$ cat config.mk
export PLATFORM = sky130hd
export DESIGN_NAME = wlsc_ctrl
export DESIGN_NICKNAME = d
export VERILOG_FILES = /design/src/wlsc_pkg.sv /design/src/wlsc_ctrl.sv
export SDC_FILE = /design/constraint.sdc
export NUM_CORES = 1
export LEC_CHECK = 0
export BUFFER_PORTS_ARGS = -buffer_cell sky130_fd_sc_hd__buf_2
export CAP_MARGIN = 20
export CORE_ASPECT_RATIO = 0.8
export CORE_MARGIN = 2
export CORE_UTILIZATION = 56
export DETAILED_ROUTE_END_ITERATION = 10
export PLACE_DENSITY = 0.8
export REMOVE_ABC_BUFFERS = 1
export SYNTH_ARGS = -nofsm -noshare
export SYNTH_HDL_FRONTEND = slang
export SYNTH_SLANG_ARGS = --single-unit
$ cat constraint.sdc
create_clock -name clock_i -period 3 [get_ports clock_i]
set_clock_uncertainty 0.15 [all_clocks]
set_input_delay 0.75 -clock clock_i [delete_from_list [all_inputs] [get_ports clock_i]]
set_output_delay 0.75 -clock clock_i [all_outputs]
set_load 0.03 [all_outputs]
$ cat src/wlsc_pkg.sv
// Package with states, commands, constants and carriers of the link state controller
package wlsc_pkg;

	typedef enum logic [7:0] {
		ST_IDLE_AUTO = 8'h01,
		ST_IDLE_MANUAL = 8'h02,
		ST_PICO_MASTER = 8'h04,
		ST_SCAT_MASTER = 8'h08,
		ST_TRANS_MASTER = 8'h10,
		ST_SINGLE_SLAVE = 8'h20,
		ST_SCAT_SLAVE = 8'h40,
		ST_TRANS_SLAVE = 8'h80
	} wlsc_state_e;

	typedef enum logic [2:0] {
		CMD_NONE = 3'h0,
		CMD_ESTABLISH = 3'h1,
		CMD_CONNECT_DEFAULT = 3'h2,
		CMD_SDAP_CONNECT = 3'h3,
		CMD_TRANSPARENT = 3'h4
	} wlsc_cmd_e;

	// Payload word toward the host; raw set means transparent stream, not an event
	typedef struct packed {
		logic raw;
		logic [7:0] data;
	} wlsc_word_s;

	localparam logic [7:0] FLAG_ON = 8'h01;
	localparam logic [7:0] FLAG_OFF = 8'h00;
	localparam logic [3:0] ONE_LINK = 4'h1;
	localparam logic [3:0] NO_LINK = 4'h0;
	localparam logic [7:0] LATENCY_DEFAULT = 8'h28;
	localparam int CLK_PERIOD_NS = 4;
	localparam int SLOT_TIME_NS = 625000;

endpackage
$ cat src/wlsc_ctrl.sv
// Connection state controller of the serial radio module
//
// Functional notes
// Idle automatic incoming link: authenticate, accept, indicate, scans off, transparent UART.
// Idle non-automatic incoming link: authenticate, accept, indicate, go single slave.
// Host sends payload by command; received payload reaches host as data events.
// Transparent command accepted anytime from linked command state; UART goes raw. Code rejects it unless exactly one link is up.
// Establish, connect-default or automatic default connection enters piconet master.
// Incoming link with forced-master flag 0x01 gives master role, piconet master.
// After establishing as master the UART stays in command mode.
// Master supports at most 7 simultaneous links.
// Piconet master allows one voice link to a single slave.
// Incoming link in piconet master with forced-master 0x00 gives scatternet master.
// Single slave actively connecting by command moves to scatternet master.
// Scatternet master refuses incoming links, stays discoverable, one master at most.
// Transparent mode only with exactly one link; UART data goes there.
// Transparent master by command, auto default connection, or connect-default, flag 0x01.
// Break in transparent master returns to piconet master.
// Transparent states emit no events, ignore commands, scanning off.
// Master polls each slave every 40 slots by default, adjustable latency. Code takes the interval from link_latency_i only; LATENCY_DEFAULT is unused.
// Every incoming link accepted; authentication per security level and service entry. Code refuses scatternet, transparent and full-master requests.
// Incoming link with automatic flag 0x00 enters single slave with indicator.
// Single slave keeps commands, discoverable, connectable, voice link allowed.
// Incoming link in single slave moves to scatternet slave.
// Scatternet slave: no voice link, not discoverable, not connectable.
// Boot, reset or last link released returns to idle chosen by automatic flag.
// Break in transparent slave moves to single slave.
// Remote role switches are ignored; only documented events move the state.
`timescale 1ns/10ps
module wlsc_ctrl
	import wlsc_pkg::*;
#(
	parameter int MAX_LINKS = 7,
	parameter int SLOT_CYC = SLOT_TIME_NS / CLK_PERIOD_NS
) (
	input wire logic clock_i,
	input wire logic rstn_i,
	input wire logic auto_op_i,
	input wire logic [7:0] force_master_i,
	input wire logic [7:0] transp_flag_i,
	input wire logic [7:0] link_latency_i,
	input wire logic security_on_i,
	input wire logic svc_auth_i,
	input wire logic link_req_i,
	input wire logic link_rel_i,
	input wire logic default_conn_i,
	input wire logic cmd_valid_i,
	input wire logic [2:0] cmd_i,
	input wire logic uart_break_i,
	input wire logic sco_req_i,
	input wire logic sco_rel_i,
	input wire logic rx_valid_i,
	input wire logic [7:0] rx_data_i,
	input wire logic host_ready_i,
	output logic rx_ready_o,
	output logic host_valid_o,
	output wlsc_word_s host_word_o,
	output logic [7:0] state_o,
	output logic [3:0] link_cnt_o,
	output logic accept_o,
	output logic auth_req_o,
	output logic link_ind_o,
	output logic cmd_done_o,
	output logic cmd_rej_o,
	output logic scan_en_o,
	output logic transparent_o,
	output logic sco_grant_o,
	output logic sco_active_o,
	output logic poll_o
);
	logic rst_meta_q;
	logic rst_sync_q;
	// Reset released through two flops so no flop leaves reset on a ragged edge
	always_ff @(posedge clock_i or negedge rstn_i) begin
		if (!rstn_i) begin
			rst_meta_q <= 1'b0;
			rst_sync_q <= 1'b0;
		end else begin
			rst_meta_q <= 1'b1;
			rst_sync_q <= rst_meta_q;
		end
	end
	wlsc_state_e state_q, state_d;
	logic [3:0] cnt_q, cnt_d;
	logic scan_q, scan_d;
	logic transp_q, transp_d;
	logic boot_q, boot_d;
	logic accept_q, accept_d;
	logic auth_q, auth_d;
	logic ind_q, ind_d;
	logic done_q, done_d;
	logic rej_q, rej_d;
	logic sco_q, sco_d;
	logic grant_q, grant_d;
	logic linked_cmd;
	logic in_transp;
	logic master_full;
	logic master_side;
	always_comb begin
		in_transp = (state_q == ST_TRANS_MASTER) || (state_q == ST_TRANS_SLAVE);
		linked_cmd = (state_q == ST_PICO_MASTER) || (state_q == ST_SCAT_MASTER)
			|| (state_q == ST_SINGLE_SLAVE) || (state_q == ST_SCAT_SLAVE);
		master_side = (state_q == ST_PICO_MASTER) || (state_q == ST_SCAT_MASTER)
			|| (state_q == ST_TRANS_MASTER);
		master_full = cnt_q >= 4'(MAX_LINKS);
	end
	always_comb begin
		state_d = state_q;
		cnt_d = cnt_q;
		sco_d = sco_q;
		{boot_d, accept_d, auth_d, ind_d, done_d, rej_d, grant_d} = 7'h00;
		if (boot_q) begin
			state_d = auto_op_i ? ST_IDLE_AUTO : ST_IDLE_MANUAL;
		end else if (uart_break_i && in_transp) begin
			state_d = (state_q == ST_TRANS_MASTER) ? ST_PICO_MASTER : ST_SINGLE_SLAVE;
		end else if (link_rel_i && cnt_q != NO_LINK) begin
			cnt_d = cnt_q - ONE_LINK;
			if (cnt_q == ONE_LINK) begin
				state_d = auto_op_i ? ST_IDLE_AUTO : ST_IDLE_MANUAL;
				sco_d = 1'b0;
			end else if (state_q == ST_SCAT_SLAVE) begin
				state_d = ST_SINGLE_SLAVE;
			end
		end else if (link_req_i) begin
			// Scatternet and transparent states are not connectable, so requests drop
			unique case (state_q)
				ST_IDLE_AUTO, ST_IDLE_MANUAL, ST_PICO_MASTER, ST_SINGLE_SLAVE: begin
					accept_d = !(master_side && master_full);
					auth_d = accept_d && security_on_i && svc_auth_i;
					ind_d = accept_d;
					if (accept_d) begin
						cnt_d = cnt_q + ONE_LINK;
						if (force_master_i == FLAG_ON && state_q != ST_SINGLE_SLAVE) begin
							state_d = ST_PICO_MASTER;
						end else if (state_q == ST_PICO_MASTER) begin
							state_d = ST_SCAT_MASTER;
						end else if (state_q == ST_SINGLE_SLAVE) begin
							state_d = ST_SCAT_SLAVE;
						end else if (state_q == ST_IDLE_AUTO) begin
							state_d = ST_TRANS_SLAVE;
						end else begin
							state_d = ST_SINGLE_SLAVE;
						end
					end
				end
				ST_SCAT_MASTER, ST_SCAT_SLAVE, ST_TRANS_MASTER, ST_TRANS_SLAVE: begin
					accept_d = 1'b0;
				end
			endcase
		end else if (default_conn_i && !in_transp && !master_full && !linked_cmd) begin
			cnt_d = cnt_q + ONE_LINK;
			state_d = (auto_op_i && transp_flag_i == FLAG_ON) ? ST_TRANS_MASTER
				: ST_PICO_MASTER;
		end else if (cmd_valid_i && !in_transp) begin
			done_d = 1'b1;
			unique case (cmd_i)
				CMD_ESTABLISH, CMD_CONNECT_DEFAULT, CMD_SDAP_CONNECT: begin
					if (master_full || (cmd_i == CMD_SDAP_CONNECT
						&& state_q != ST_SINGLE_SLAVE) || state_q == ST_SCAT_SLAVE) begin
						done_d = 1'b0;
						rej_d = 1'b1;
					end else begin
						cnt_d = cnt_q + ONE_LINK;
						if (state_q == ST_SINGLE_SLAVE) begin
							state_d = ST_SCAT_MASTER;
						end else if (state_q == ST_SCAT_MASTER) begin
							state_d = ST_SCAT_MASTER;
						end else if (cmd_i == CMD_CONNECT_DEFAULT && transp_flag_i == FLAG_ON
							&& cnt_q == NO_LINK) begin
							state_d = ST_TRANS_MASTER;
						end else begin
							state_d = ST_PICO_MASTER;
						end
					end
				end
				CMD_TRANSPARENT: begin
					// Without a single link the UART has no peer to route raw data to
					if (linked_cmd && cnt_q == ONE_LINK) begin
						state_d = (state_q == ST_PICO_MASTER) ? ST_TRANS_MASTER
							: ST_TRANS_SLAVE;
					end else begin
						done_d = 1'b0;
						rej_d = 1'b1;
					end
				end
				default: begin
					done_d = 1'b0;
					rej_d = 1'b1;
				end
			endcase
		end
		// Remote role switches have no input here, so they never move the state // R25
		if (sco_rel_i) begin
			sco_d = 1'b0;
		end else if (sco_req_i && !sco_q && cnt_q != NO_LINK
			&& (state_q == ST_PICO_MASTER || state_q == ST_SINGLE_SLAVE
			|| state_q == ST_SCAT_MASTER)) begin
			sco_d = 1'b1;
			grant_d = 1'b1;
		end
		// A voice link cannot survive the move into scatternet slave
		if (state_d == ST_SCAT_SLAVE) begin
			sco_d = 1'b0;
			grant_d = 1'b0;
		end
		scan_d = (state_d != ST_TRANS_MASTER) && (state_d != ST_TRANS_SLAVE)
			&& (state_d != ST_SCAT_SLAVE);
		transp_d = (state_d == ST_TRANS_MASTER) || (state_d == ST_TRANS_SLAVE);
	end
	// Scan enable and transparent flag registered with the state so they never lag it
	always_ff @(posedge clock_i or negedge rst_sync_q) begin
		if (!rst_sync_q) begin
			state_q <= ST_IDLE_AUTO;
			cnt_q <= NO_LINK;
			{boot_q, scan_q} <= 2'h3;
			{accept_q, auth_q, ind_q, done_q, rej_q, sco_q, grant_q, transp_q} <= 8'h00;
		end else begin
			state_q <= state_d;
			cnt_q <= cnt_d;
			{boot_q, scan_q, transp_q} <= {boot_d, scan_d, transp_d};
			{accept_q, auth_q, ind_q} <= {accept_d, auth_d, ind_d};
			{done_q, rej_q, sco_q, grant_q} <= {done_d, rej_d, sco_d, grant_d};
		end
	end
	// Poll timer: slot divider then latency count in slots
	logic [31:0] slot_q, slot_d;
	logic [7:0] lat_q, lat_d;
	logic poll_q, poll_d;
	always_comb begin
		slot_d = slot_q + 32'h0000_0001;
		lat_d = lat_q;
		poll_d = 1'b0;
		if (!master_side || cnt_q == NO_LINK) begin
			slot_d = 32'h0000_0000;
			lat_d = 8'h00;
		end else if (slot_q >= 32'(SLOT_CYC - 1)) begin
			slot_d = 32'h0000_0000;
			lat_d = lat_q + 8'h01;
			if (lat_q + 8'h01 >= link_latency_i) begin
				lat_d = 8'h00;
				poll_d = 1'b1;
			end
		end
	end
	always_ff @(posedge clock_i or negedge rst_sync_q) begin
		if (!rst_sync_q) begin
			slot_q <= 32'h0000_0000;
			{lat_q, poll_q} <= 9'h000;
		end else begin
			slot_q <= slot_d;
			{lat_q, poll_q} <= {lat_d, poll_d};
		end
	end
	// Two-entry buffer: output word plus one spare, so a host stall loses nothing
	wlsc_word_s out_q, out_d, spare_q, spare_d, in_word;
	logic out_v_q, out_v_d, spare_v_q, spare_v_d, rdy_q, rdy_d, push, pop;
	always_comb begin
		in_word.raw = in_transp;
		in_word.data = rx_data_i;
		push = rx_valid_i && rdy_q && cnt_q != NO_LINK;
		pop = out_v_q && host_ready_i;
		out_d = out_q;
		out_v_d = out_v_q;
		spare_d = spare_q;
		spare_v_d = spare_v_q;
		if (!out_v_q || pop) begin
			if (spare_v_q) begin
				out_d = spare_q;
				out_v_d = 1'b1;
				spare_d = in_word;
				spare_v_d = push;
			end else begin
				out_d = in_word;
				out_v_d = push;
			end
		end else if (push) begin
			spare_d = in_word;
			spare_v_d = 1'b1;
		end
		rdy_d = !spare_v_d;
	end
	always_ff @(posedge clock_i or negedge rst_sync_q) begin
		if (!rst_sync_q) begin
			{out_q, spare_q} <= '0;
			{out_v_q, spare_v_q, rdy_q} <= 3'h0;
		end else begin
			{out_q, spare_q} <= {out_d, spare_d};
			{out_v_q, spare_v_q, rdy_q} <= {out_v_d, spare_v_d, rdy_d};
		end
	end
	assign {state_o, link_cnt_o, transparent_o, scan_en_o} = {state_q, cnt_q, transp_q, scan_q};
	assign {accept_o, auth_req_o, link_ind_o} = {accept_q, auth_q, ind_q};
	assign {cmd_done_o, cmd_rej_o, poll_o} = {done_q, rej_q, poll_q};
	assign {sco_grant_o, sco_active_o} = {grant_q, sco_q};
	assign {rx_ready_o, host_valid_o, host_word_o} = {rdy_q, out_v_q, out_q};
endmodule // wlsc_ctrl

# == Word level (Yosys, flattened, before mapping) ==
# Index checks and enable logic that the tools add are counted.
# word_totals
regBits,86
in_bits,49
out_inout_bits,33
# op_classes
add_sub_neg,4
bitwise,2
reduce_logical,57
n_lt_le_gt_ge,3
n_mux,91
n_eq_ne,28
# op_table
cell,count
8-bit two-way mux,20
32-bit two-way mux,2
1-bit two-way mux,47
9-bit two-way mux,4
"32-bit by 1-bit adder with 32-bit output, second input constant",1
"32-bit by 18-bit greater-or-equal comparator with 1-bit output, second input constant",1
4-bit two-way mux,8
"8-bit by 1-bit == test with 1-bit output, second input constant",3
1-bit logical AND,23
5-bit two-way mux,4
4-bit nonzero test,5
"8-bit by 5-bit == test with 1-bit output, second input constant",2
"8-bit by 7-bit == test with 1-bit output, second input constant",2
"8-bit == test, second input constant",2
8-bit one-hot mux with 2 select lines,1
1-bit logical OR,12
"8-bit by 1-bit adder with 8-bit output, second input constant",1
"8-bit by 2-bit == test with 1-bit output, second input constant",1
"8-bit by 3-bit == test with 1-bit output, second input constant",1
"8-bit by 4-bit == test with 1-bit output, second input constant",1
"8-bit by 6-bit == test with 1-bit output, second input constant",1
8-bit greater-or-equal comparator,1
1-bit logical NOT,8
"4-bit by 2-bit inequality test with 1-bit output, second input constant",2
26 further kinds,32

# == Depth between registers and ports, before layout ==
# Gate-level depths: netlist (run 1).
# logic_depth
word_depth,17
ltp_mapped,12
mapped_depth_nobuf,11

# == Worst setup path after synthesis (run 1) ==
# OpenSTA, ideal clock, no wires.
# synth_timing
kind,register -> register
start,register cnt_q[0] (netlist: link_cnt_o[0])
end,register sco_q (netlist: sco_active_o)
arrival_time_ns,2.699
t_required_ns,2.718
synth_period_minus_slack_ns,2.980
stages_incl_launch_ff,13
path_slack_ns,0.020
n_path_buf,1
path_cell_list,dfrtp_1 inv_1 ha_1 or3b_1 and2_1 buf_2 a2111oi_2 and4_1 nor3_1 o21ai_1 a21oi_1 and4b_1 a21oi_1
# synth_between
elab_chain_len,16
word_cells_on_any_way,39
# synth_lines
element,line_no,source
"start, declared",wlsc_ctrl.sv:84,"logic [3:0] cnt_q, cnt_d;"
"start signal, assigned",wlsc_ctrl.sv:219,cnt_q <= cnt_d;
4-bit logical NOT,wlsc_ctrl.sv:169,&& cnt_q == NO_LINK) begin
1-bit logical AND,wlsc_ctrl.sv:169,
5-bit two-way mux,wlsc_ctrl.sv:168,end else if (cmd_i == CMD_CONNECT_DEFAULT && transp_flag_i == FLAG_ON
5-bit two-way mux,wlsc_ctrl.sv:166,end else if (state_q == ST_SCAT_MASTER) begin
5-bit two-way mux,wlsc_ctrl.sv:164,if (state_q == ST_SINGLE_SLAVE) begin
8-bit two-way mux,wlsc_ctrl.sv:158,if (master_full || (cmd_i == CMD_SDAP_CONNECT
8-bit one-hot mux with 2 select lines,wlsc_ctrl.sv:156,unique case (cmd_i)
8-bit two-way mux,wlsc_ctrl.sv:154,end else if (cmd_valid_i && !in_transp) begin
8-bit two-way mux,wlsc_ctrl.sv:150,end else if (default_conn_i && !in_transp && !master_full && !linked_cmd) begin
8-bit two-way mux,wlsc_ctrl.sv:124,end else if (link_req_i) begin
8-bit two-way mux *,wlsc_ctrl.sv:116,end else if (link_rel_i && cnt_q != NO_LINK) begin
8-bit two-way mux *,wlsc_ctrl.sv:114,end else if (uart_break_i && in_transp) begin
8-bit two-way mux *,wlsc_ctrl.sv:112,if (boot_q) begin
named net state_d[2],wlsc_ctrl.sv:83,"wlsc_state_e state_q, state_d;"
8-bit by 7-bit == test with 1-bit output *,wlsc_ctrl.sv:202,if (state_d == ST_SCAT_SLAVE) begin
4-bit by 2-bit inequality test with 1-bit output (no source line) or 4-bit nonzero test (tied branches),--,
4-bit AND reduction (no source line),--,
"end signal, assigned",wlsc_ctrl.sv:222,"{done_q, rej_q, sco_q, grant_q} <= {done_d, rej_d, sco_d, grant_d};"
"end, declared",wlsc_ctrl.sv:93,"logic sco_q, sco_d;"
# Mark *: on every way through the listed nets, which the timed path passes. The rest lies on a longest branch.
# A chain may end at the register's enable or synchronous reset.

# == Final worst setup path (run 1) ==
# layout_timing
start,register cnt_q[1] (netlist: link_cnt_o[1])
end,register transp_q (netlist: transparent_o)
# layout_between
word_cells_on_any_way,31
# layout_lines
element,line_no,source
4-bit by 3-bit greater-or-equal comparator with 1-bit output,wlsc_ctrl.sv:105,master_full = cnt_q >= 4'(MAX_LINKS);
1-bit logical OR,wlsc_ctrl.sv:158,
1-bit logical OR,wlsc_ctrl.sv:159,&& state_q != ST_SINGLE_SLAVE) || state_q == ST_SCAT_SLAVE) begin
8-bit two-way mux,wlsc_ctrl.sv:158,
8-bit one-hot mux with 2 select lines,wlsc_ctrl.sv:156,
8-bit two-way mux,wlsc_ctrl.sv:154,
8-bit two-way mux,wlsc_ctrl.sv:150,
8-bit two-way mux,wlsc_ctrl.sv:124,
8-bit two-way mux *,wlsc_ctrl.sv:116,
8-bit two-way mux *,wlsc_ctrl.sv:114,
8-bit two-way mux *,wlsc_ctrl.sv:112,
named net state_d[3],wlsc_ctrl.sv:83,
8-bit by 5-bit == test with 1-bit output or 8-bit == test (tied branches),wlsc_ctrl.sv:208,transp_d = (state_d == ST_TRANS_MASTER) || (state_d == ST_TRANS_SLAVE);
1-bit logical OR *,wlsc_ctrl.sv:208,
named net transp_d,wlsc_ctrl.sv:86,"logic transp_q, transp_d;"
"end signal, assigned",wlsc_ctrl.sv:220,"{boot_q, scan_q, transp_q} <= {boot_d, scan_d, transp_d};"
"end, declared",wlsc_ctrl.sv:86,
# Marks and branches as above.

==> results of run 1 <==
## synth_stat cells (3+ instances only)
| cell type | n | area share (%) |
|---|---|---|
| sky130_fd_sc_hd__o21ai_1 | 5 | 0.54 |
| sky130_fd_sc_hd__nor3b_1 | 4 | 0.65 |
| sky130_fd_sc_hd__nor4b_1 | 6 | 1.1 |
| sky130_fd_sc_hd__nor4_1 | 11 | 1.5 |
| sky130_fd_sc_hd__o21ai_0 | 22 | 2.4 |
| sky130_fd_sc_hd__or3_1 | 3 | 0.40 |
| sky130_fd_sc_hd__inv_1 | 29 | 2.3 |
| sky130_fd_sc_hd__nor2_1 | 44 | 3.6 |
| sky130_fd_sc_hd__dfrtp_1 | 83 | 45 |
| sky130_fd_sc_hd__nor3_1 | 8 | 0.86 |
| sky130_fd_sc_hd__a21oi_1 | 25 | 2.7 |
| sky130_fd_sc_hd__o211ai_1 | 4 | 0.65 |
| sky130_fd_sc_hd__nand2_1 | 39 | 3.2 |
| sky130_fd_sc_hd__nand3b_1 | 3 | 0.48 |
| sky130_fd_sc_hd__nand3_1 | 19 | 2.0 |
| sky130_fd_sc_hd__mux2_2 | 9 | 2.2 |
| sky130_fd_sc_hd__xnor2_1 | 16 | 3.0 |
| sky130_fd_sc_hd__and3_1 | 9 | 1.2 |
| sky130_fd_sc_hd__and2_1 | 8 | 1.1 |
| sky130_fd_sc_hd__buf_2 | 5 | 0.54 |
| sky130_fd_sc_hd__a211oi_1 | 3 | 0.48 |
| sky130_fd_sc_hd__clkbuf_1 | 5 | 0.40 |
| sky130_fd_sc_hd__nor2b_1 | 3 | 0.40 |
| sky130_fd_sc_hd__a32o_1 | 4 | 0.86 |
| sky130_fd_sc_hd__mux2i_1 | 9 | 1.9 |
| sky130_fd_sc_hd__ha_1 | 15 | 4.0 |
| sky130_fd_sc_hd__nand2b_1 | 4 | 0.54 |
| sky130_fd_sc_hd__a21o_1 | 5 | 0.81 |
| sky130_fd_sc_hd__xor2_1 | 15 | 2.8 |
| sky130_fd_sc_hd__dfstp_2 | 3 | 1.7 |
| sky130_fd_sc_hd__or2_2 | 4 | 0.54 |
## layout make-up
| class | instances | share of cell area, % |
|---|---|---|
| Timing Repair Buffer | 125 | 12.7 |
| Clock inverter | 6 | 1.21 |
| Clock buffer | 10 | 2.20 |
| Multi-Input combinational cell | 355 | 42.3 |
| Tap cell | 108 | 2.33 |
| Inverter | 29 | 1.88 |
| Sequential cell | 86 | 37.3 |
## flip-flops by register name, summed over array words and instances, names as in the netlist, 4 cells and up
register	flops
slot_q	32
host_word_o	9
spare_q	9
lat_q	8
state_o	8
link_cnt_o	4
## per-layer routing
metal | vias to the layer above | wire [um] | global-route usage [%]
met3 | 22 | 1060 | 5.15
met5 | - | 0 | 0
met4 | 0 | 234 | 7.54
met2 | 187 | 5440 | 43.6
met1 | 1959 | 5350 | 39.4
li1 | 1920 | - | -
## report_power, final
group	leakage (nW)	internal, W	switching (W)
logic	1.55	0.000689	0.00102
registers	1.10	0.00137	0.000190
clock network	0.0948	0.000393	0.000443
total	2.74	0.00245	0.00165
## worst paths after layout
check	from	to	slack, ns	cells after the start
setup / recovery	link_cnt_o[1]$_DFFE_PN0P_	transparent_o$_DFF_PN0_	-0.008	11
hold / removal	rst_sync_q$_DFF_PN0_	link_cnt_o[3]$_DFFE_PN0P_	0.20	0
setup reg to reg	link_cnt_o[1]$_DFFE_PN0P_	transparent_o$_DFF_PN0_	-0.008	11
hold reg to reg	rst_sync_q$_DFF_PN0_	link_cnt_o[3]$_DFFE_PN0P_	0.20	0
max in group asynchronous	rst_sync_q$_DFF_PN0_	scan_en_o$_DFF_PN1_	1.75	1
min in group clock_i	rst_meta_q$_DFF_PN0_	rst_sync_q$_DFF_PN0_	0.22	0
## through the flow
stage	instances	area (um2)	hold slack, ns
after CTS	715	5670	0.00483
after detailed placement	699	5470	0.202
final	719	5790	0.202
after floorplan	470	4630	0.181
after global routing	719	5790	0.230
after global placement	699	5470	0.188
## cells in the final DEF, fill, tap and decap left out, types with 4 or more instances in the layout
master	count
sky130_fd_sc_hd__a21o_1	5
sky130_fd_sc_hd__a21oi_1	23
sky130_fd_sc_hd__a32o_1	4
sky130_fd_sc_hd__and2_1	7
sky130_fd_sc_hd__and3_1	8
sky130_fd_sc_hd__buf_2	81
sky130_fd_sc_hd__buf_4	43
sky130_fd_sc_hd__clkbuf_8	9
sky130_fd_sc_hd__conb_1	16
sky130_fd_sc_hd__dfrtp_1	81
sky130_fd_sc_hd__ha_1	14
sky130_fd_sc_hd__inv_1	29
sky130_fd_sc_hd__mux2_2	9
sky130_fd_sc_hd__mux2i_1	9
sky130_fd_sc_hd__nand2_1	38
sky130_fd_sc_hd__nand2b_1	4
sky130_fd_sc_hd__nand3_1	19
sky130_fd_sc_hd__nor2_1	43
sky130_fd_sc_hd__nor3_1	5
sky130_fd_sc_hd__nor3b_1	4
sky130_fd_sc_hd__nor4_1	9
sky130_fd_sc_hd__nor4b_1	5
sky130_fd_sc_hd__o211ai_1	4
sky130_fd_sc_hd__o21ai_0	22
sky130_fd_sc_hd__o21ai_1	5
sky130_fd_sc_hd__or2_2	4
sky130_fd_sc_hd__xnor2_1	16
sky130_fd_sc_hd__xor2_1	15
## critical path, stage by stage, from the launching register on
cell,delay [ns]
sky130_fd_sc_hd__dfrtp_2,0.45
sky130_fd_sc_hd__ha_1,0.23
sky130_fd_sc_hd__a21oi_2,0.22
sky130_fd_sc_hd__or3b_2,0.53
sky130_fd_sc_hd__a21oi_2,0.18
sky130_fd_sc_hd__nand2b_4,0.16
sky130_fd_sc_hd__buf_4,0.13
sky130_fd_sc_hd__o21ai_1,0.08
sky130_fd_sc_hd__and4bb_2,0.29
sky130_fd_sc_hd__a21oi_1,0.11
sky130_fd_sc_hd__and4b_2,0.28
sky130_fd_sc_hd__and2_1,0.14
## cell families (layout without fill, tap and decap cells)
kind of cell,after synthesis,count (layout),share of synthesized area [%]
adder cells (fa/ha/maj),15,15,4.04
AND/OR/NAND/NOR,182,182,21.1
flip-flops,86,86,46.4
AO/OA/AOI/OAI,93,93,14.4
XOR/XNOR,31,31,5.84
multiplexers,18,18,4.12
buffers and inverters,43,170,3.93
other,2,16,0.162
## what timing repair did
action | in CTS | in global routing
endpoints found under the setup margin | 0 | 6
buffers inserted | 0 | 4
gates resized for setup | 0 | 20
hold endpoints to repair | 0 | 2
hold buffers | 0 | 1
==> results list, run 1 <==
- The tightest min-delay check is of the reg -> async type.
- The cell count after synthesis came out at 470.
* Final cycle utilization of the critical path: 100%
- Across the run, the number of max-cap violations was 0.
- Arrival @ worst endpoint: 3.15 ns
* Maximum buffer depth of the clock tree: 2
* Max Clock Freq: 332 MHz
- The netlist uses 70 different library cells.
* Root Buffer Master: sky130_fd_sc_hd__clkbuf_8
- Sequential share of the synthesized area: 46.4%
- Clock sink count: 86
- The pre-antenna-repair detailed-routing pass consisted of 6 iterations.
- Entering global routing, the biggest net connects 51 pins.
* Data required time at the worst endpoint: 3.14 ns
- For this design the top-level I/O count stands at 82.
* Total via count after detailed routing: 4088
- Once detailed placement completed, the half-perimeter wirelength came to 9.20 mm.
- The floorplan step defined a core boundary enclosing 7980 um2.
- Total power for the finished layout comes to 0.00411 W.
- Count of inserted antenna diode cells: 0
* Setup TNS: -0.00835 ns
* Final worst path period need: 3.01 ns
- Combined area of all synthesized cells: 4650 um2
- Fraction of registers with async set/reset: 100%
* Worst VDD drop: 419 uV
* Clock insertion delay at the later pin of the skew report: 0.35 ns
* Synthesis Warnings: 0
- Number of setup violations in the final report: 1
* Routed wire length: 12.1 mm
- The worst setup path is captured at a register.
* Wire per inst: 16.8 um
- The synthesized design contains 0 enable-type register cells.
- Startpoint type of the worst setup path: register
- Largest fanout on the critical path: 6
- Number of pins exceeding their max-slew limit in the final report: 0
* Port bufs: 81
- After synthesis the netlist holds a flip-flop and latch count of 86.
- Leak: 2.74 nW
* Initial antenna violation count: 0
* Ratio of cells with drive above 1 in the final layout: 31.4%
* Height of the chip: 85.5 um
- CTS tree: built
- After filler insertion, the fill cell instance count of the layout stands at 594.
* Post-route antenna net violation count: 0
- The floorplan step set the die width to 106 um.
- Core occupancy in the finished layout: 72.6%
* Average via count per standard cell: 5.69
- Headroom to the max-slew limit came out at 57.9%.
- Full die area: 9050 um2
* Worst-Margin Slew: 0.631 ns
* Worst setup path class: reg -> reg
- Failing checks: negative setup slack
* Power density normalized to cell area: 709 nW/um2
* Setup repair after global routing missed its margin: yes
- Status: finished, violations left
- At the end of routability-driven placement, the weighted congestion stood at 1.04.
- Worst-path clk slew: 0.09 ns
- In the global route stage, overall resource usage came out at 27.6%.
- Commonest register cell after synthesis: sky130_fd_sc_hd__dfrtp_1
- In the final design database the tool counted 670 nets.
- The via count of the first global-routing pass came to 3923.
* Grt total ovfl: 0
- Multi-input gate area: 2450 um2
* Average cell area after synthesis: 9.89 um2
- Setup slack after layout: -0.00835 ns
- Registers take 2160 um2.
* Worst slack at placement: -0.0475 ns
- For this run, design rule violations remaining after detail routing come to 0.
- Number of levels in the clock H-tree: 3
- The area growth from synthesis to layout is 24.6%.
- Clock buffer count from CTS: 9
- Count of routing violations after the opening detailed-route iteration: 590
- For this configuration, the core starts out at a cell density of 58.2%.
- The final-report hold violation count came to 0.
- The first global-routing pass estimated 19.5 mm of wire.
* Placement row count: 29
(Power assumes the default switching activity.)
==> run 2: changes to the inputs <==
--- a/config.mk
+++ b/config.mk
@@ -11,7 +11,9 @@
 export CORE_MARGIN = 2
 export CORE_UTILIZATION = 56
 export DETAILED_ROUTE_END_ITERATION = 10
+export MAX_ROUTING_LAYER = met4
 export PLACE_DENSITY = 0.8
+export RECOVER_POWER = 50
 export REMOVE_ABC_BUFFERS = 1
 export SYNTH_ARGS = -nofsm -noshare
 export SYNTH_HDL_FRONTEND = slang
==> run 2 against run 1 <==
  * The run ends with max-capacitance violations, max-slew violations left
  * Worst hold slack better by 0.015 ns
  * Setup slack better by 0.025 ns
  * Power up 2.1%
  * Global-route usage up 2.4 points
  * Clock-buffer cell count down 1
  * First-iteration DRC count down 36%
  * Combinational power up 3%
  * Wire length up 2.6%
  * Design area up 2.1%
  * Critical path depth down 2
==> results list, run 2 (synthesis gave the netlist of run 1 again) <==
- Average via count per standard cell: 5.64
- The final-report hold violation count came to 0.
- Ratio of cells with drive above 1 in the final layout: 32.0%
* Highest-count cells in the layout ignoring fill and taps: 82 x sky130_fd_sc_hd__dfrtp_1, 80 x sky130_fd_sc_hd__buf_2, 52 x sky130_fd_sc_hd__buf_4
* Startpoint type of the worst setup path: register
* Worst-path clk slew: 0.10 ns
- Grt total ovfl: 0
* Maximum number of pins on one net before global-route repair: 54
* Clock buffer count from CTS: 9
- In this run the number of H-tree levels came out at 3.
- In this run the critical register-to-register path is captured at transparent_o$_DFF_PN0_.
- Net count of the finished layout: 681
- Initial antenna violation count: 0
- Data arrives at the worst endpoint at 3.09 ns.
* Slew margin rel.: -48.9%
- Prior to clock tree synthesis, the placed netlist has a worst setup slack of -0.0512 ns.
- Once placement finished, the instance area stood at 5550 um2.
- After layout, the worst setup slack is 0.0170 ns.
- FF+latch area: 2160 um2
- The final critical path takes up 99.4% of the cycle.
- Most flop-heavy register: slot_q
- Die Width: 106 um
* Largest fanout on the critical path: 5
* Leak: 2.81 nW
* Most common library cell in the layout ignoring fill and taps: sky130_fd_sc_hd__dfrtp_1
- After detailed routing, the average wire length per cell comes to 17.0 um.
* CTS tree: built
* Worst Hold End: rst_sync_q$_DFF_PN0_
- Overall power consumption after layout is estimated at 0.00419 W.
* Placement row count: 29
* Share of total power in the clock network: 20.7%
- Placer's final routability congestion estimate: 1.03
* Number of max-capacitance violations reported: 1
* Global-route wire length before repair: 20.5 mm
- R2R Path Start: state_o[1]$_DFF_PN0_
- Clock insertion delay at the later pin of the skew report: 0.35 ns
- Max Clock Freq: 335 MHz
* Worst setup path startpoint: state_o[1]$_DFF_PN0_
- Counting instances, the worst hold path has a depth of 0.
- Worst-Margin Slew: 2.23 ns
- The run finished, with violations left.
* Number of cells on the worst reg-to-reg path: 9
* Internal cell power: 0.00250 W
- The max-slew violation count came to 53.
* Relative area change from synthesis to final layout: 27.2%
- Initial standard-cell utilization of the core: 58.2%
* Final worst path period need: 2.98 ns
* Setup TNS: 0 ns
* Sequential fraction of design power: 37.4%
* Root Buffer Master: sky130_fd_sc_hd__clkbuf_8
* Flip-flop count of the largest register after layout: 32
- Total global routing track utilization: 30.0%
* DRC errors left: 0
* Full die area: 9050 um2
- For this design the ratio of total power to cell area is 709 nW/um2.
- The via count of the first global-routing pass was 4147.
- Final Cell Area: 5910 um2
- The worst setup path is captured at a register.
* Failing checks: max-capacitance violations, max-slew violations
- Multi-input gate area: 2470 um2
- Setup repair after global routing could not meet its margin everywhere.
* Startpoint of the worst hold path: rst_meta_q$_DFF_PN0_
- Worst setup path class: reg -> reg
- STA puts the critical path data required time at 3.10 ns.
- The worst-case IR drop observed on VDD is 511 uV.
- Combinational share of power: 41.9%
- The wire-length estimate of the detail-placed layout is 9.46 mm.
- Core occupancy in the finished layout: 74.1%
- 0 antenna diodes ended up in the layout.
- Setup slack on the worst reg-to-reg path comes out at 0.02 ns.
- In this run the power spent charging and discharging nets is 0.00169 W.
- The pre-antenna-repair detailed-routing pass consisted of 5 iterations.
* Core footprint: 7980 um2
- Height of the chip: 85.5 um
- The count of nets left with antenna violations once routing finished came out at 0.
- Top-level I/O count: 82
- Number of setup violations in the final report: 0
- Maximum buffer depth of the clock tree: 2
- The detailed router placed 4119 vias in this run.
* Routed wire length: 12.4 mm
- Net switching share of the total power: 40.3%
- After the first detailed-routing iteration, the DRC count stood at 375.
- Filler Cell Count: 598
- Port bufs: 81
- Clock sink count: 86
* Worst hold path class: reg -> reg
run 2: changes by cell type in the layout (fill, tap and decap cells not counted), sizes merged:
cell	change
inv	+1
clkbuf	+1
clkinv	+1
buf	+9
clkinvlp	-1
run 2: worst max-delay path, stage by stage, from the launching register on:
cell and delay, ns:
sky130_fd_sc_hd__dfrtp_1 0.45, sky130_fd_sc_hd__or4_4 0.61, sky130_fd_sc_hd__o41ai_4 0.33, sky130_fd_sc_hd__a21oi_2 0.12, sky130_fd_sc_hd__nand2b_4 0.19, sky130_fd_sc_hd__a311oi_4 0.31, sky130_fd_sc_hd__and3_4 0.26, sky130_fd_sc_hd__a21oi_1 0.06
sky130_fd_sc_hd__and4b_2 0.25, sky130_fd_sc_hd__and2_1 0.14
run 2: what timing repair did:
item | CTS | global route
cloned | 0 | 0
buffers inserted | 0 | 5
gates resized for setup | 5 | 19
setup endpoints to repair | 4 | 10
pin swaps | 1 | 3
hold endpoints to repair | 2 | 0
hold buffers | 1 | 0
run 2: layout make-up:
| class | count | area share, % |
|---|---|---|
| Sequential cell | 86 | 36.5 |
| Clock inverter | 7 | 1.50 |
| Multi-Input combinational cell | 355 | 41.8 |
| Clock buffer | 9 | 2.10 |
| Tap cell | 108 | 2.29 |
| Inverter | 29 | 1.84 |
| Timing Repair Buffer | 136 | 14.0 |
run 2: how the worst max path moves through the flow:
stage	endpoint	slack (ns)	cells past startpoint
2_1_floorplan	transparent_o$_DFF_PN0_	0.05	10
6_report	transparent_o$_DFF_PN0_	0.02	9
3_5_place_dp	transparent_o$_DFF_PN0_	-0.05	12
3_3_place_gp	transparent_o$_DFF_PN0_	0.003	12
4_1_cts	transparent_o$_DFF_PN0_	0.03	9
5_1_grt	sco_grant_o$_DFF_PN0_	-0.06	10
run 2: power by group through the flow:
| stage | clock network [W] | registers [W] | logic (W) |
|---|---|---|---|
| final | 0.000868 | 0.00157 | 0.00176 |
| after global routing | 0.000938 | 0.00160 | 0.00189 |
| after CTS | 0.000888 | 0.00156 | 0.00167 |
| after detailed placement | 0 | 0.00158 | 0.00165 |
| after global placement | 0 | 0.00157 | 0.00162 |
| after floorplan | 0 | 0.00185 | 0.000739 |
run 2: routing by layer:
layer  share of wire [%]  vias to the layer above  GRT usage [%]
met2                  49                      146           48.6
li1                    -                     1947              -
met4                 1.9                        0           9.69
met3                 4.5                       23           4.69
met1                  44                     2003           39.1
met5                   0                        -              -
run 2: stage by stage:
stage | instances | hold WS [ns]
6_report | 730 | 0.217
5_1_grt | 730 | 0.224
4_1_cts | 725 | 0.220
3_5_place_dp | 708 | 0.186
3_3_place_gp | 708 | 0.193
2_1_floorplan | 470 | 0.181
